<file path="src/wacd_pkg.sv">
// constants and carrier types for the configuration descriptor generator
package wacd_pkg;
  localparam logic [7:0] CFG_LEN       = 8'h09;
  localparam logic [7:0] CFG_TYPE      = 8'h02;
  localparam logic [7:0] OSC_TYPE      = 8'h07;
  localparam logic [7:0] SEC_LEN       = 8'h05;
  localparam logic [7:0] SEC_TYPE      = 8'h0c;
  localparam logic [7:0] ENC_LEN       = 8'h05;
  localparam logic [7:0] ENC_TYPE      = 8'h0e;
  localparam logic [7:0] IF_LEN        = 8'h09;
  localparam logic [7:0] IF_TYPE       = 8'h04;
  localparam logic [7:0] IF_NUM        = 8'h00;
  localparam logic [7:0] IF_ALT        = 8'h00;
  localparam logic [7:0] IF_NUM_EP     = 8'h03;
  localparam logic [7:0] IF_CLASS      = 8'he0;
  localparam logic [7:0] IF_SUBCLASS   = 8'h02;
  localparam logic [7:0] IF_PROTOCOL   = 8'h01;
  localparam logic [7:0] AUTH_KEY_ZERO = 8'h00;
  localparam logic [7:0] ATTR_RSVD_ONE = 8'h80;
  localparam logic [7:0] ATTR_SELF_PWR = 8'h40;
  localparam logic [7:0] ATTR_WAKEUP   = 8'h20;
  localparam int         MAX_ENC       = 4;
  localparam int         MA_PER_UNIT   = 2;
  localparam logic [15:0] SET_FIXED_LEN = 16'(CFG_LEN) + 16'(SEC_LEN) + 16'(IF_LEN);

  // byte offsets inside each descriptor
  localparam logic [3:0] OFS_LEN         = 4'h0;
  localparam logic [3:0] OFS_TYPE        = 4'h1;
  localparam logic [3:0] CFG_OFS_TOT_LO  = 4'h2;
  localparam logic [3:0] CFG_OFS_TOT_HI  = 4'h3;
  localparam logic [3:0] CFG_OFS_NUM_IF  = 4'h4;
  localparam logic [3:0] CFG_OFS_VALUE   = 4'h5;
  localparam logic [3:0] CFG_OFS_STR     = 4'h6;
  localparam logic [3:0] CFG_OFS_ATTR    = 4'h7;
  localparam logic [3:0] CFG_OFS_POWER   = 4'h8;
  localparam logic [3:0] SEC_OFS_TOT_LO  = 4'h2;
  localparam logic [3:0] SEC_OFS_TOT_HI  = 4'h3;
  localparam logic [3:0] SEC_OFS_COUNT   = 4'h4;
  localparam logic [3:0] ENC_OFS_VALUE   = 4'h2;
  localparam logic [3:0] ENC_OFS_KEY     = 4'h3;
  localparam logic [3:0] ENC_OFS_ATTR    = 4'h4;
  localparam logic [3:0] IF_OFS_NUM      = 4'h2;
  localparam logic [3:0] IF_OFS_ALT      = 4'h3;
  localparam logic [3:0] IF_OFS_NUM_EP   = 4'h4;
  localparam logic [3:0] IF_OFS_CLASS    = 4'h5;
  localparam logic [3:0] IF_OFS_SUBCLASS = 4'h6;
  localparam logic [3:0] IF_OFS_PROTOCOL = 4'h7;
  localparam logic [3:0] IF_OFS_STR      = 4'h8;

  typedef struct packed {
    logic        other_speed;
    logic [15:0] req_len;
  } wacd_req_t;

  typedef struct packed {
    logic       valid;
    logic [7:0] data;
    logic       last;
  } wacd_byte_t;

  typedef struct packed {
    logic        self_powered;
    logic        remote_wakeup;
    logic [9:0]  max_power_ma;
    logic [7:0]  num_interfaces;
    logic [7:0]  config_value;
    logic [7:0]  config_str;
    logic [7:0]  iface_str;
    logic [2:0]  num_enc;
  } wacd_cfg_t;

  typedef enum logic [2:0] {
    ST_IDLE = 3'b001,
    ST_SEND = 3'b010,
    ST_DONE = 3'b100
  } wacd_state_t;
endpackage

</file>
<file path="src/wacd_byte_rom.sv">
// combinational map from set position to descriptor byte
module wacd_byte_rom
  import wacd_pkg::*;
(
  input  wire logic [15:0]     pos_in,
  input  wire logic            other_speed_in,
  input  wire wacd_pkg::wacd_cfg_t cfg_in,
  input  wire logic [7:0]      enc_value_in [MAX_ENC],
  output logic [7:0]           data_out,
  output logic [15:0]          total_out
);
  logic [15:0] sec_total;
  logic [15:0] enc_bytes;
  logic [15:0] if_base;
  logic [15:0] rel;
  logic [15:0] enc_rel;
  logic [7:0]  attr;
  logic [7:0]  power;
  logic [2:0]  enc_cnt;

  always_comb
  begin
    enc_cnt   = (cfg_in.num_enc > 3'(MAX_ENC)) ? 3'(MAX_ENC) : cfg_in.num_enc;
    enc_bytes = 16'(enc_cnt) * 16'(ENC_LEN);
    sec_total = 16'(SEC_LEN) + enc_bytes;
    if_base   = 16'(CFG_LEN) + sec_total;
    total_out = SET_FIXED_LEN + enc_bytes;
    attr      = ATTR_RSVD_ONE | (cfg_in.self_powered ? ATTR_SELF_PWR : 8'h00)
              | (cfg_in.remote_wakeup ? ATTR_WAKEUP : 8'h00);
    power     = 8'(cfg_in.max_power_ma / 10'(MA_PER_UNIT));
    rel       = 16'h0000;
    enc_rel   = 16'h0000;
    data_out  = 8'h00;
    if (pos_in < 16'(CFG_LEN))
    begin
      unique case (pos_in[3:0])
        OFS_LEN:        data_out = CFG_LEN;
        OFS_TYPE:       data_out = other_speed_in ? OSC_TYPE : CFG_TYPE;
        CFG_OFS_TOT_LO: data_out = total_out[7:0];
        CFG_OFS_TOT_HI: data_out = total_out[15:8];
        CFG_OFS_NUM_IF: data_out = cfg_in.num_interfaces;
        CFG_OFS_VALUE:  data_out = cfg_in.config_value;
        CFG_OFS_STR:    data_out = cfg_in.config_str;
        CFG_OFS_ATTR:   data_out = attr;
        CFG_OFS_POWER:  data_out = power;
        default:        data_out = 8'h00;
      endcase
    end
    else if (pos_in < 16'(CFG_LEN) + 16'(SEC_LEN))
    begin
      rel = pos_in - 16'(CFG_LEN);
      unique case (rel[3:0])
        OFS_LEN:        data_out = SEC_LEN;
        OFS_TYPE:       data_out = SEC_TYPE;
        SEC_OFS_TOT_LO: data_out = sec_total[7:0];
        SEC_OFS_TOT_HI: data_out = sec_total[15:8];
        SEC_OFS_COUNT:  data_out = 8'(enc_cnt);
        default:        data_out = 8'h00;
      endcase
    end
    else if (pos_in < if_base)
    begin
      enc_rel = pos_in - 16'(CFG_LEN) - 16'(SEC_LEN);
      rel     = enc_rel % 16'(ENC_LEN);
      unique case (rel[3:0])
        OFS_LEN:        data_out = ENC_LEN;
        OFS_TYPE:       data_out = ENC_TYPE;
        ENC_OFS_VALUE:  data_out = enc_value_in[2'(enc_rel / 16'(ENC_LEN))];
        ENC_OFS_KEY:    data_out = AUTH_KEY_ZERO;
        ENC_OFS_ATTR:   data_out = 8'h00;
        default:        data_out = 8'h00;
      endcase
    end
    else
    begin
      rel = pos_in - if_base;
      unique case (rel[3:0])
        OFS_LEN:         data_out = IF_LEN;
        OFS_TYPE:        data_out = IF_TYPE;
        IF_OFS_NUM:      data_out = IF_NUM;
        IF_OFS_ALT:      data_out = IF_ALT;
        IF_OFS_NUM_EP:   data_out = IF_NUM_EP;
        IF_OFS_CLASS:    data_out = IF_CLASS;
        IF_OFS_SUBCLASS: data_out = IF_SUBCLASS;
        IF_OFS_PROTOCOL: data_out = IF_PROTOCOL;
        IF_OFS_STR:      data_out = cfg_in.iface_str;
        default:         data_out = 8'h00;
      endcase
    end
  end
endmodule

</file>
<file path="src/wacd_gen.sv">
// configuration descriptor set generator, one byte per cycle with ready stall
// What this block does
// - configuration descriptor: 9 bytes, type 2, set total
// - attributes: bit7 one, self power, wakeup
// - max power in 2 mA units
// - other speed: type 7, same attr, power
// - security and encryption descriptors inside the set
// - security: 5 bytes, type 12, length, count
// - encryption descriptors follow directly, count as declared, clamped to four
// - encryption auth key index always zero
// - interface: 9 bytes, type 4, three endpoints
// - interface class e0, subclass 02, protocol 01
// - string indices for configuration and interface
module wacd_gen
  import wacd_pkg::*;
(
  input  wire logic                mclk_in,
  input  wire logic                rst_in,
  input  wire logic                req_valid_in,
  input  wire wacd_pkg::wacd_req_t req_in,
  input  wire wacd_pkg::wacd_cfg_t cfg_in,
  input  wire logic [7:0]          enc_value_in [MAX_ENC],
  input  wire logic                byte_ready_in,
  output logic                     busy_out,
  output wacd_pkg::wacd_byte_t     byte_out
);
  typedef struct packed {
    wacd_state_t state;
    logic        other_speed;
    logic [15:0] pos;
    logic [15:0] limit;
    logic        busy;
    wacd_byte_t  out;
  } wacd_gen_state_t;

  wacd_gen_state_t s_reg;
  wacd_gen_state_t s_next;
  logic [7:0]      rom_data;
  logic [15:0]     rom_total;

  wacd_byte_rom u_rom (
    .pos_in         (s_reg.pos),
    .other_speed_in (s_reg.other_speed),
    .cfg_in         (cfg_in),
    .enc_value_in   (enc_value_in),
    .data_out       (rom_data),
    .total_out      (rom_total)
  );

  always_comb
  begin
    s_next = s_reg;
    unique case (s_reg.state)
      ST_IDLE:
      begin
        s_next.out = '0;
        if (req_valid_in)
        begin
          s_next.other_speed = req_in.other_speed;
          s_next.pos         = 16'h0000;
          s_next.limit       = (req_in.req_len < rom_total) ? req_in.req_len : rom_total;
          s_next.busy        = 1'b1;
          s_next.state       = (s_next.limit == 16'h0000) ? ST_DONE : ST_SEND;
        end
      end
      ST_SEND:
      begin
        if (!s_reg.out.valid || byte_ready_in)
        begin
          s_next.out.valid = 1'b1;
          s_next.out.data  = rom_data;
          s_next.out.last  = (s_reg.pos + 16'h0001 == s_reg.limit);
          s_next.pos       = s_reg.pos + 16'h0001;
          if (s_next.out.last)
          begin
            s_next.state = ST_DONE;
          end
        end
      end
      ST_DONE:
      begin
        if (!s_reg.out.valid || byte_ready_in)
        begin
          s_next.out   = '0;
          s_next.busy  = 1'b0;
          s_next.state = ST_IDLE;
        end
      end
      default:
      begin
        s_next.state = ST_IDLE;
      end
    endcase
  end

  always_ff @(posedge mclk_in)
  begin
    if (rst_in)
    begin
      s_reg       <= '0;
      s_reg.state <= ST_IDLE;
    end
    else
    begin
      s_reg <= s_next;
    end
  end

  assign busy_out = s_reg.busy;
  assign byte_out = s_reg.out;
endmodule

</file>
<file path="config.mk">
export PLATFORM = sky130hd
export DESIGN_NAME = wacd_gen
export DESIGN_NICKNAME = d
export VERILOG_FILES = /design/src/wacd_pkg.sv /design/src/wacd_byte_rom.sv /design/src/wacd_gen.sv
export SDC_FILE = /design/constraint.sdc
export NUM_CORES = 1
export LEC_CHECK = 0
export CORE_MARGIN = 2
export CORE_UTILIZATION = 60
export CTS_CLUSTER_DIAMETER = 100
export DETAILED_ROUTE_END_ITERATION = 16
export DONT_BUFFER_PORTS = 1
export GPL_TIMING_DRIVEN = 1
export PLACE_DENSITY = 0.76
export SLEW_MARGIN = 25
export SYNTH_ARGS = -nofsm -noshare
export SYNTH_HDL_FRONTEND = slang
export SYNTH_SLANG_ARGS = --single-unit
</file>
<file path="constraint.sdc">
create_clock -name mclk_in -period 19.6 [get_ports mclk_in]
set_clock_uncertainty 0.05 [all_clocks]
set_input_delay 1.96 -clock mclk_in [delete_from_list [all_inputs] [get_ports mclk_in]]
set_output_delay 1.96 -clock mclk_in [all_outputs]
set_load 0.01 [all_outputs]
</file>
; ---- Word level (Yosys, flattened, before mapping)
; Cells that the tools add are included.
[op_classes]
n_addsub = 7
n_mul = 1
div_mod_pow = 2
order_cmp = 6
n_eq_ne = 28
shift = 0
mux = 27
n_bitwise = 2
reduce_logical = 15
[op_table]
columns = op, n
row1 = one-hot mux 8 bit (9 select lines), 1
row2 = one-hot mux 8 bit (7 select lines), 1
row3 = 2-to-1 mux 8 bit, 5
row4 = one-hot mux 8 bit (5 select lines), 1
row5 = 2-to-1 mux 37 bit, 1
row6 = equality test 4 x 3 -> 1 bit (second input constant), 9
row7 = less-than comparator 16 bit, 2
row8 = less-than comparator 16 x 4 -> 1 bit (second input constant), 2
row9 = 2-to-1 mux 16 bit, 2
row10 = one-hot mux 16 bit (2 select lines), 1
row11 = one-hot mux 10 bit (3 select lines), 1
row12 = one-hot mux 8 bit (3 select lines), 1
row13 = equality test 4 x 2 -> 1 bit (second input constant), 5
row14 = 2-to-1 mux 3 bit, 6
row15 = adder 16 x 1 -> 16 bit (second input constant), 1
row16 = binary-select mux 8 bit (select 2 bit), 1
row17 = divider 16 x 3 -> 16 bit (second input constant), 1
row18 = equality test 16 bit, 1
row19 = equality test 4 x 1 -> 1 bit (second input constant), 4
row20 = logical NOT 16 bit, 1
row21 = logical NOT 4 bit, 4
row22 = modulo 16 x 3 -> 16 bit (second input constant), 1
row23 = subtractor 16 x 3 -> 16 bit (second input constant), 1
row24 = subtractor 16 x 4 -> 16 bit (second input constant), 1
row25 = 27 further kinds, 34
[totals]
regBits = 47
latch_bits = 0
ramBits = 0
rom_bits = 0
inputBits = 100
output_inout_bits = 11
elab_cells = 96
mem_count = 0

; ---- Logic depth before layout (Yosys ltp)
; Gate-level depths: netlist (run 1).
[logic_depth]
ltp_word = 13
mapped_depth = 46
ltp_nobuf = 37

; ---- Hierarchy
; A second synthesis (run 1) with hierarchy kept.
[unflattened]
hier_cells = 1072
hier_area_um2 = 7609.8
[by_module_without_submodules]
columns = mod, n_inst, cells_per_inst, area_per_inst_um2, seq_area_each_um2
row1 = wacd_byte_rom, 1, 680, 4481.8, 0.0
row2 = wacd_gen, 1, 392, 3128.0, 940.9

; ---- Least setup slack after synthesis (run 1)
; OpenSTA, ideal clock, no wires.
[synth_path]
kind = register -> register
from = register s_reg[28] (netlist bit)
to = register s_reg, in the netlist byte_out[6]
arrival_time_ns = 8.403
setup_slack_ns = 11.060
path_stages_with_launch = 43
period_less_slack_ns = 8.540
path_cell_list = dfxtp_1 -> clkbuf_1 -> inv_1 -> ha_1 -> buf_1 -> xnor2_2 -> o22ai_1 -> a211o_1 -> a211oi_2 -> nand4_1 -> and2_1 -> buf_2 -> a211oi_1 -> o2bb2ai_1 -> a2111o_1 -> nand3_1 -> a21o_2 -> buf_6 -> [... 7 more ...] -> o21ai_1 -> inv_1 -> ha_1 -> inv_1 -> a21oi_1 -> a22oi_2 -> o211ai_2 -> xnor2_1 -> ha_1 -> nand2b_1 -> nand2_1 -> nand2b_1 -> a31oi_2 -> mux2i_4 -> or3_4 -> o22ai_2 -> nand3_2 -> o31ai_1
[synth_via]
elab_chain_cells = 13
elab_cells_between_ends = 45
cone_classes = add/sub (3) / div (2) / order compare (3) / eq/ne (20) / mux (12) / bitwise (1) / reduce/logical (4)
[synth_rtl]
columns = item, line
row1 = start: declaration, wacd_gen.sv:36  ; wacd_gen_state_t s_reg;
row2 = start signal: assignment, wacd_gen.sv:105  ; s_reg <= s_next;
row3 = subtractor 16 x 4 -> 16 bit, wacd_byte_rom.sv:51  ; rel = pos_in - 16'(CFG_LEN);
row4 = subtractor 16 x 3 -> 16 bit, wacd_byte_rom.sv:63  ; enc_rel = pos_in - 16'(CFG_LEN) - 16'(SEC_LEN);
row5 = divider 16 x 3 -> 16 bit, wacd_byte_rom.sv:68  ; ENC_OFS_VALUE: data_out = enc_value_in[2'(enc_rel / 16'(ENC_LEN))];
row6 = inverter 2 -> 3 bit (implied by the code), wacd_byte_rom.sv:68
row7 = binary-select mux 8 bit (select 2 bit), wacd_byte_rom.sv:68
row8 = 2-to-1 mux 8 bit (implied by the code) (2 in series), wacd_byte_rom.sv:68
row9 = one-hot mux 8 bit (3 select lines), wacd_byte_rom.sv:65  ; unique case (rel[3:0])
row10 = 2-to-1 mux 8 bit, wacd_byte_rom.sv:61  ; else if (pos_in < if_base)
row11 = 2-to-1 mux 8 bit, wacd_byte_rom.sv:49  ; else if (pos_in < 16'(CFG_LEN) + 16'(SEC_LEN))
row12 = 2-to-1 mux 8 bit (*), wacd_byte_rom.sv:34  ; if (pos_in < 16'(CFG_LEN))
row13 = 2-to-1 mux 10 bit (*), wacd_gen.sv:68  ; if (!s_reg.out.valid || byte_ready_in)
row14 = one-hot mux 10 bit (3 select lines) (*), wacd_gen.sv:53  ; unique case (s_reg.state)
; Mark *: on every way between the ends. The rest lies on a longest branch, timed or not. The select of a mux whose other input is x is not followed.
; A chain may end at the register's enable or synchronous reset.

; ---- Final worst setup path (run 1)
[layout_path]
from = register s_reg[27] (netlist bit)
to = register s_reg, in the netlist byte_out[1]
; The elaborated chain is that of the path after synthesis.

==> results by group, run 1 <==
Finish
  – Fillers: 1,163
  – ANT cells: 0
  – Proportion of layout cells with a drive suffix above 1: 0.0700
  – Number of nets in the finished design: 1,126
  – Post-synthesis to final-layout area growth: -0.215%
  – Number of flip-flops in the largest register: 36
  – Fin cells: 1,168

Logic synthesis
  – YS warnings: 0
  – Synthesized flop and latch total: 47
  – Synth async-reset ratio: 0
  – Number of standard cells after synthesis: 1,067
  – Primary flip-flop cell chosen by synthesis mapping: sky130_fd_sc_hd__dfxtp_1
  – Share of the yosys chip area belonging to registers: 0.125
  – Post-synth cell types: 108
  – Synthesized cell area: 7550 um2
  – Average size of a mapped cell: 7.08 um2
  – Syn_nets: 1,194
  – Post-synth EDFFs: 0

GRT
  – Global-route total usage across every layer: 0.307
  – Via count of the first global-routing pass: 7,159
  – Global-route wire length before repair: 34.7 mm
  – Largest net degree at the start of global routing: 42
  – Sum of overflow across all layers after global routing: 0
  – Antenna violations before repair: 0

Power and ir drop
  – Static Leak: 2.76 nW
  – Peak supply drop: 62.2 uV
  – Pwr dens: 41.0 nW/um2

Floorplanning
  – Die X: 116 um
  – Initial Utilization: 0.621
  – Row Count: 40
  – I/O pin count: 111
  – Total core area: 12,200 um2
  – DIE AREA: 13,500 um2
  – Die height: 116 um

Critical path
  – Crit Path Category: flip-flop to flip-flop
  – Data arrival time of the worst path: 10.61 ns
  – Buffers and inverters on the worst path: 4
  – Crit path max fanout: 23
  – Data required, critical path: 19.71 ns
  – Startpoint type of the worst setup path: flip-flop
  – CP max stage cell: sky130_fd_sc_hd__dfxtp_1
  – Crit-path max cell delay: 0.90 ns
  – Cell class contributing the biggest share of worst-path delay: compound AO/OA/AOI/OAI gates
  – Nature of the critical path endpoint: flip-flop

Timing
  – Max-slew headroom: 0.395
  – Highest Clock Rate: 0.0952 GHz
  – Setup tns final: 0 ns
  – Number of pins with negative max-slew slack in the final report: 0
  – Final setup violation count: 0
  – Worst Slack Setup Final: 9.09 ns
  – Final count of hold timing violations: 0
  – Shortest clock period the worst path allows after layout: 10.51 ns
  – Least-Margin Pin Slew: 0.904 ns
  – Unrepaired setup endpoints after global routing: false
  – Fin crit share: 0.536

Clock network
  – Latest clock arrival within the worst-skew pair: 0.30 ns
  – Buffers from clock root to sink, at most: 2
  – H-tree depth: 2
  – Number of clock sinks seen by CTS: 47
  – Clock tree root driver cell: sky130_fd_sc_hd__clkbuf_16
  – Clock buffer count from CTS: 5
  – Hold buffer count at CTS: 0
  – TritonCTS clock tree: built
  – Post-cts sizing count: 0
  – Clock transition at the register clock pins on the worst setup and hold paths after CTS: 0.07 ns
  – # Post-CTS Setup Buffers: 0

Drt
  – Average via count per standard cell: 6.92
  – Routed vias: 8,081
  – Avg WL per Cell: 18.0 um
  – Number of DRC violations after detailed-routing iteration 0: 916
  – Routed Antenna Nets: 0
  – Post-Route WL: 21.0 mm
  – Post-route DRC: 0
  – Number of iterations in the first detailed-routing pass: 5

Placed design
  – Placed cell count: 1,160
  – Last weighted congestion value of the routability-driven placer: 0.975
  – Pre-CTS setup slack: 9.34 ns
  – Detailed placement HPWL: 15.8 mm
  – Port Buf Inserts: 0

Hold path
  – Class of the tightest hold or removal check: flip-flop to flip-flop

Run
  – Reported max-cap violation count: 0

Outcome
  – Outcome: completed
final timing paths:
check	end	slack (ns)	cells after the start	start
worst min-delay path	s_reg[43]	0.41	2	s_reg[43]
worst max-delay path	byte_out[1]	9.09	38	s_reg[27]
worst max register to register	byte_out[1]	9.09	38	s_reg[27]
worst min register to register	s_reg[43]	0.41	2	s_reg[43]
power by group:
| part | internal, mW | total (mW) | switching, mW |
|---|---|---|---|
| sequential | 0.0975 | 0.100 | 0.00254 |
| clock | 0.0478 | 0.0868 | 0.0391 |
| combinational | 0.0492 | 0.122 | 0.0727 |
| total | 0.194 | 0.309 | 0.114 |
worst register-to-register path, delay by kind of cell (launching register included):
| family | cells | cell delay (ns) |
|---|---|---|
| xor gates and xnor gates | 2 | 0.76 |
| buffers and inverters | 4 | 0.74 |
| DFF | 1 | 0.90 |
| muxes | 2 | 0.53 |
| and+or+nand+nor | 10 | 2.13 |
| adders and majority gates | 3 | 0.75 |
| AOI/OAI and AO/OA | 17 | 4.54 |
cells in the final DEF (no fill, tap or decap), types with 13 or more instances in the layout:
cell,Yosys,final
sky130_fd_sc_hd__a211oi_1,23,23
sky130_fd_sc_hd__a21oi_1,84,84
sky130_fd_sc_hd__a22oi_1,20,20
sky130_fd_sc_hd__a31oi_1,17,17
sky130_fd_sc_hd__and2_1,15,15
sky130_fd_sc_hd__and3_1,17,17
sky130_fd_sc_hd__dfxtp_1,47,47
sky130_fd_sc_hd__ha_1,26,26
sky130_fd_sc_hd__inv_1,20,20
sky130_fd_sc_hd__mux2i_1,13,13
sky130_fd_sc_hd__nand2_1,77,77
sky130_fd_sc_hd__nand2b_1,15,15
sky130_fd_sc_hd__nand3_1,44,44
sky130_fd_sc_hd__nand4_1,18,18
sky130_fd_sc_hd__nor2_1,111,111
sky130_fd_sc_hd__nor2b_1,17,17
sky130_fd_sc_hd__nor3_1,27,27
sky130_fd_sc_hd__o211ai_1,20,20
sky130_fd_sc_hd__o21ai_0,67,67
sky130_fd_sc_hd__o22ai_1,15,15
sky130_fd_sc_hd__or3_1,15,15
sky130_fd_sc_hd__xnor2_1,48,48
sky130_fd_sc_hd__xor2_1,17,17
per-layer routing:
metal  up-vias  share of wire  track usage
met2       372           0.46        0.499
met3        38          0.065       0.0317
li1       3922              -            -
met4         0          0.022       0.0913
met1      3749           0.45        0.433
met5         -              0            0
logic make-up (layout without fill, tap and decap cells):
kind of cell,after synthesis,in the layout,synth area share
simple gates,406,406,0.274
compound gates,391,391,0.371
buf+inv,103,36,0.0669
xor+xnor,66,66,0.0775
flops,47,47,0.125
fa+ha+maj,27,27,0.0457
mux,27,27,0.0396
area by class of cell:
cell class,count,area (um2),area share
Multi-Input combinational cell,917,6100,0.810
Inverter,21,78.8,0.0105
Tap cell,168,210,0.0279
Timing Repair Buffer,7,52.6,0.00697
Clock buffer,5,125,0.0166
Sequential cell,47,941,0.125
Clock inverter,3,22.5,0.00299
cells in the mapped netlist (5+ instances only):
master                      count  share of area
sky130_fd_sc_hd__o211ai_1      20          0.020
sky130_fd_sc_hd__buf_4         19          0.019
sky130_fd_sc_hd__nand3b_1       7         0.0070
sky130_fd_sc_hd__a211oi_1      23          0.023
sky130_fd_sc_hd__nor2_1       111          0.055
sky130_fd_sc_hd__nor3_1        27          0.018
sky130_fd_sc_hd__a21oi_1       84          0.056
sky130_fd_sc_hd__a21o_1        11          0.011
sky130_fd_sc_hd__dfxtp_1       47           0.12
sky130_fd_sc_hd__nor2b_1       17          0.014
sky130_fd_sc_hd__xnor2_1       48          0.056
sky130_fd_sc_hd__and3_1        17          0.014
sky130_fd_sc_hd__or3_1         15          0.012
sky130_fd_sc_hd__nand2_1       77          0.038
sky130_fd_sc_hd__a31oi_1       17          0.014
sky130_fd_sc_hd__nand3_1       44          0.029
sky130_fd_sc_hd__o31ai_2        5         0.0083
sky130_fd_sc_hd__buf_2         12         0.0080
sky130_fd_sc_hd__mux2_2         9          0.013
sky130_fd_sc_hd__a311oi_1       5         0.0058
sky130_fd_sc_hd__o21ai_0       67          0.044
sky130_fd_sc_hd__and2_1        15          0.012
sky130_fd_sc_hd__o21ai_1        9         0.0060
sky130_fd_sc_hd__nand2b_1      15          0.012
sky130_fd_sc_hd__a221oi_1       6         0.0070
sky130_fd_sc_hd__o2111ai_1     10          0.012
sky130_fd_sc_hd__inv_1         20         0.0099
sky130_fd_sc_hd__o21a_1         7         0.0070
sky130_fd_sc_hd__clkbuf_1      43          0.021
sky130_fd_sc_hd__o221ai_1       6         0.0070
sky130_fd_sc_hd__ha_1          26          0.043
sky130_fd_sc_hd__nor4_1        11         0.0091
sky130_fd_sc_hd__a22oi_1       20          0.020
sky130_fd_sc_hd__o31ai_1       10         0.0099
sky130_fd_sc_hd__o22ai_1       15          0.012
sky130_fd_sc_hd__nand4_1       18          0.015
sky130_fd_sc_hd__mux2i_1       13          0.017
sky130_fd_sc_hd__xor2_1        17          0.020
through the flow:
step	area, um2	util	power (mW)	hold slack [ns]
2_1_floorplan	7550	-	0.205	0.382
3_3_place_gp	7390	0.607	0.220	0.386
3_5_place_dp	7390	0.607	0.222	0.397
4_1_cts	7530	0.620	0.307	0.406
5_1_grt	7530	0.620	0.326	0.448
6_report	7530	0.620	0.309	0.406
Power figures use the tool's default switching activity.
==> run 2, diff against run 1 <==
- PLACE_DENSITY: 0.76 -> 0.79
- clock period: 19.6 -> 9.2 ns (I/O delays scaled with it)
==> results by group, run 2 (synthesis gave the netlist of run 1 again) <==
Outcome
  – Outcome: completed

Critical path
  – Most frequent cell on the critical path: sky130_fd_sc_hd__nand2_1
  – Worst setup path end: byte_out[4]
  – Data required, critical path: 9.33 ns
  – Crit-path max cell delay: 0.63 ns
  – Startpoint type of the worst setup path: flip-flop
  – Number of cell instances on the worst register-to-register path: 37
  – Worst reg2reg path endpoint: byte_out[4]
  – Data arrival time of the worst path: 8.84 ns
  – CP max stage cell: sky130_fd_sc_hd__or4_4
  – Launch point of the worst reg-to-reg path: s_reg[33]
  – Crit path max fanout: 10
  – Register-to-register setup slack: 0.48 ns
  – First element of the critical path: s_reg[33]
  – Nature of the critical path endpoint: flip-flop
  – Crit Path Category: flip-flop to flip-flop

Finish
  – Commonest cells after routing, fill and taps aside: sky130_fd_sc_hd__nor2_1 (110), sky130_fd_sc_hd__a21oi_1 (84), sky130_fd_sc_hd__nand2_1 (74)
  – Leading cell type in the layout, fill and taps excluded: sky130_fd_sc_hd__nor2_1
  – ANT cells: 0
  – Final Instance Area: 8160 um2
  – Number of flip-flops in the largest register: 36
  – Proportion of layout cells with a drive suffix above 1: 0.142
  – Number of nets in the finished design: 1,181
  – Fillers: 1,067
  – Post-synthesis to final-layout area growth: 8.09%

Floorplanning
  – Initial Utilization: 0.621
  – Die X: 116 um
  – Row Count: 40
  – DIE AREA: 13,500 um2
  – I/O pin count: 111
  – Total core area: 12,200 um2
  – Die height: 116 um

Timing
  – Highest Clock Rate: 0.115 GHz
  – Least-Margin Pin Slew: 0.961 ns
  – Setup tns final: 0 ns
  – Final setup violation count: 0
  – Fin crit share: 0.948
  – Worst Hold Margin: 0.406 ns
  – Shortest clock period the worst path allows after layout: 8.72 ns
  – Max-slew headroom: 0.357
  – Number of pins with negative max-slew slack in the final report: 0
  – Final count of hold timing violations: 0

Drt
  – Routed vias: 8,431
  – Routed Antenna Nets: 0
  – Avg WL per Cell: 18.6 um
  – Post-route DRC: 0
  – Number of DRC violations after detailed-routing iteration 0: 1,156
  – Average via count per standard cell: 6.89
  – Post-Route WL: 22.8 mm
  – Number of iterations in the first detailed-routing pass: 5

Clock network
  – H-tree depth: 2
  – Clock buffer count from CTS: 5
  – Number of clock sinks seen by CTS: 47
  – Latest clock arrival within the worst-skew pair: 0.30 ns
  – Clock tree root driver cell: sky130_fd_sc_hd__clkbuf_16
  – Hold buffer count at CTS: 0
  – Buffers from clock root to sink, at most: 2
  – Clock transition at the register clock pins on the worst setup and hold paths after CTS: 0.08 ns
  – TritonCTS clock tree: built

Hold path
  – Class of the tightest hold or removal check: flip-flop to flip-flop
  – Startpoint of the tightest hold check path: s_reg[43]
  – Depth of the worst hold-timing path: 2

Run
  – Reported max-cap violation count: 0

Placed design
  – Port Buf Inserts: 0
  – Last weighted congestion value of the routability-driven placer: 0.950
  – Total placed instance area: 7670 um2
  – Detailed placement HPWL: 16.7 mm

GRT
  – Global-route wire length before repair: 36.5 mm
  – Sum of overflow across all layers after global routing: 0
  – Antenna violations before repair: 0
  – Via count of the first global-routing pass: 7,470
  – Global-route total usage across every layer: 0.325
  – Largest net degree at the start of global routing: 37

Power and ir drop
  – Peak supply drop: 112 uV
  – Static Leak: 3.07 nW
  – Pwr dens: 85.9 nW/um2
run 2: layer usage:
layer / share of wire / GRT usage / vias to the layer above
met4: 0.019 / 0.0921 / 0
met1: 0.43 / 0.454 / 3932
li1: - / - / 4034
met5: 0 / 0 / -
met2: 0.47 / 0.524 / 418
met3: 0.079 / 0.0472 / 47
run 2: repair_timing:
action	CTS	global route
pin swaps	0	11
setup endpoints to repair	5	8
resized for setup	2	36
cloned	0	2
setup buffers	0	15
run 2: layout make-up:
type | instances | area [um2] | area share
multi-input combinational | 919 | 6300 | 0.772
sequential | 47 | 943 | 0.116
timing repair buffer | 60 | 475 | 0.0583
tap | 168 | 210 | 0.0258
clock buffer | 5 | 125 | 0.0153
inverter | 21 | 78.8 | 0.00966
clock inverter | 3 | 28.8 | 0.00353
run 2: how the worst min path moves through the flow:
stage / to / slack, ns
3_3_place_gp: s_reg[43] / 0.39
3_5_place_dp: s_reg[43] / 0.39
4_1_cts: s_reg[43] / 0.40
5_1_grt: s_reg[43] / 0.44
2_1_floorplan: s_reg[43] / 0.38
6_report: s_reg[43] / 0.41
run 2: worst max-delay path, delay by kind of cell (launching register included):
family | cells | cell delay (ns)
multiplexers | 2 | 0.45
AND/OR/NAND/NOR | 10 | 2.51
XOR/XNOR | 2 | 0.43
flip-flops | 1 | 0.43
AO/OA/AOI/OAI | 17 | 3.80
buffers and inverters | 4 | 0.52
adder cells (fa/ha/maj) | 2 | 0.43
run 2: stage by stage:
| stage | utilization | std cells | power (mW) | setup WS [ns] |
|---|---|---|---|---|
| floorplan | - | 1067 | 0.436 | 0.660 |
| global placement | 0.631 | 1198 | 0.472 | 0.124 |
| detailed placement | 0.631 | 1198 | 0.476 | -0.0167 |
| CTS | 0.644 | 1206 | 0.669 | 0.0619 |
| global route | 0.671 | 1223 | 0.736 | -0.0600 |
| finish | 0.671 | 1223 | 0.701 | 0.482 |
run 2: power by group:
part	internal, mW	switching (mW)	total, mW
clock	0.105	0.0903	0.195
sequential	0.208	0.00469	0.212
combinational	0.122	0.172	0.294
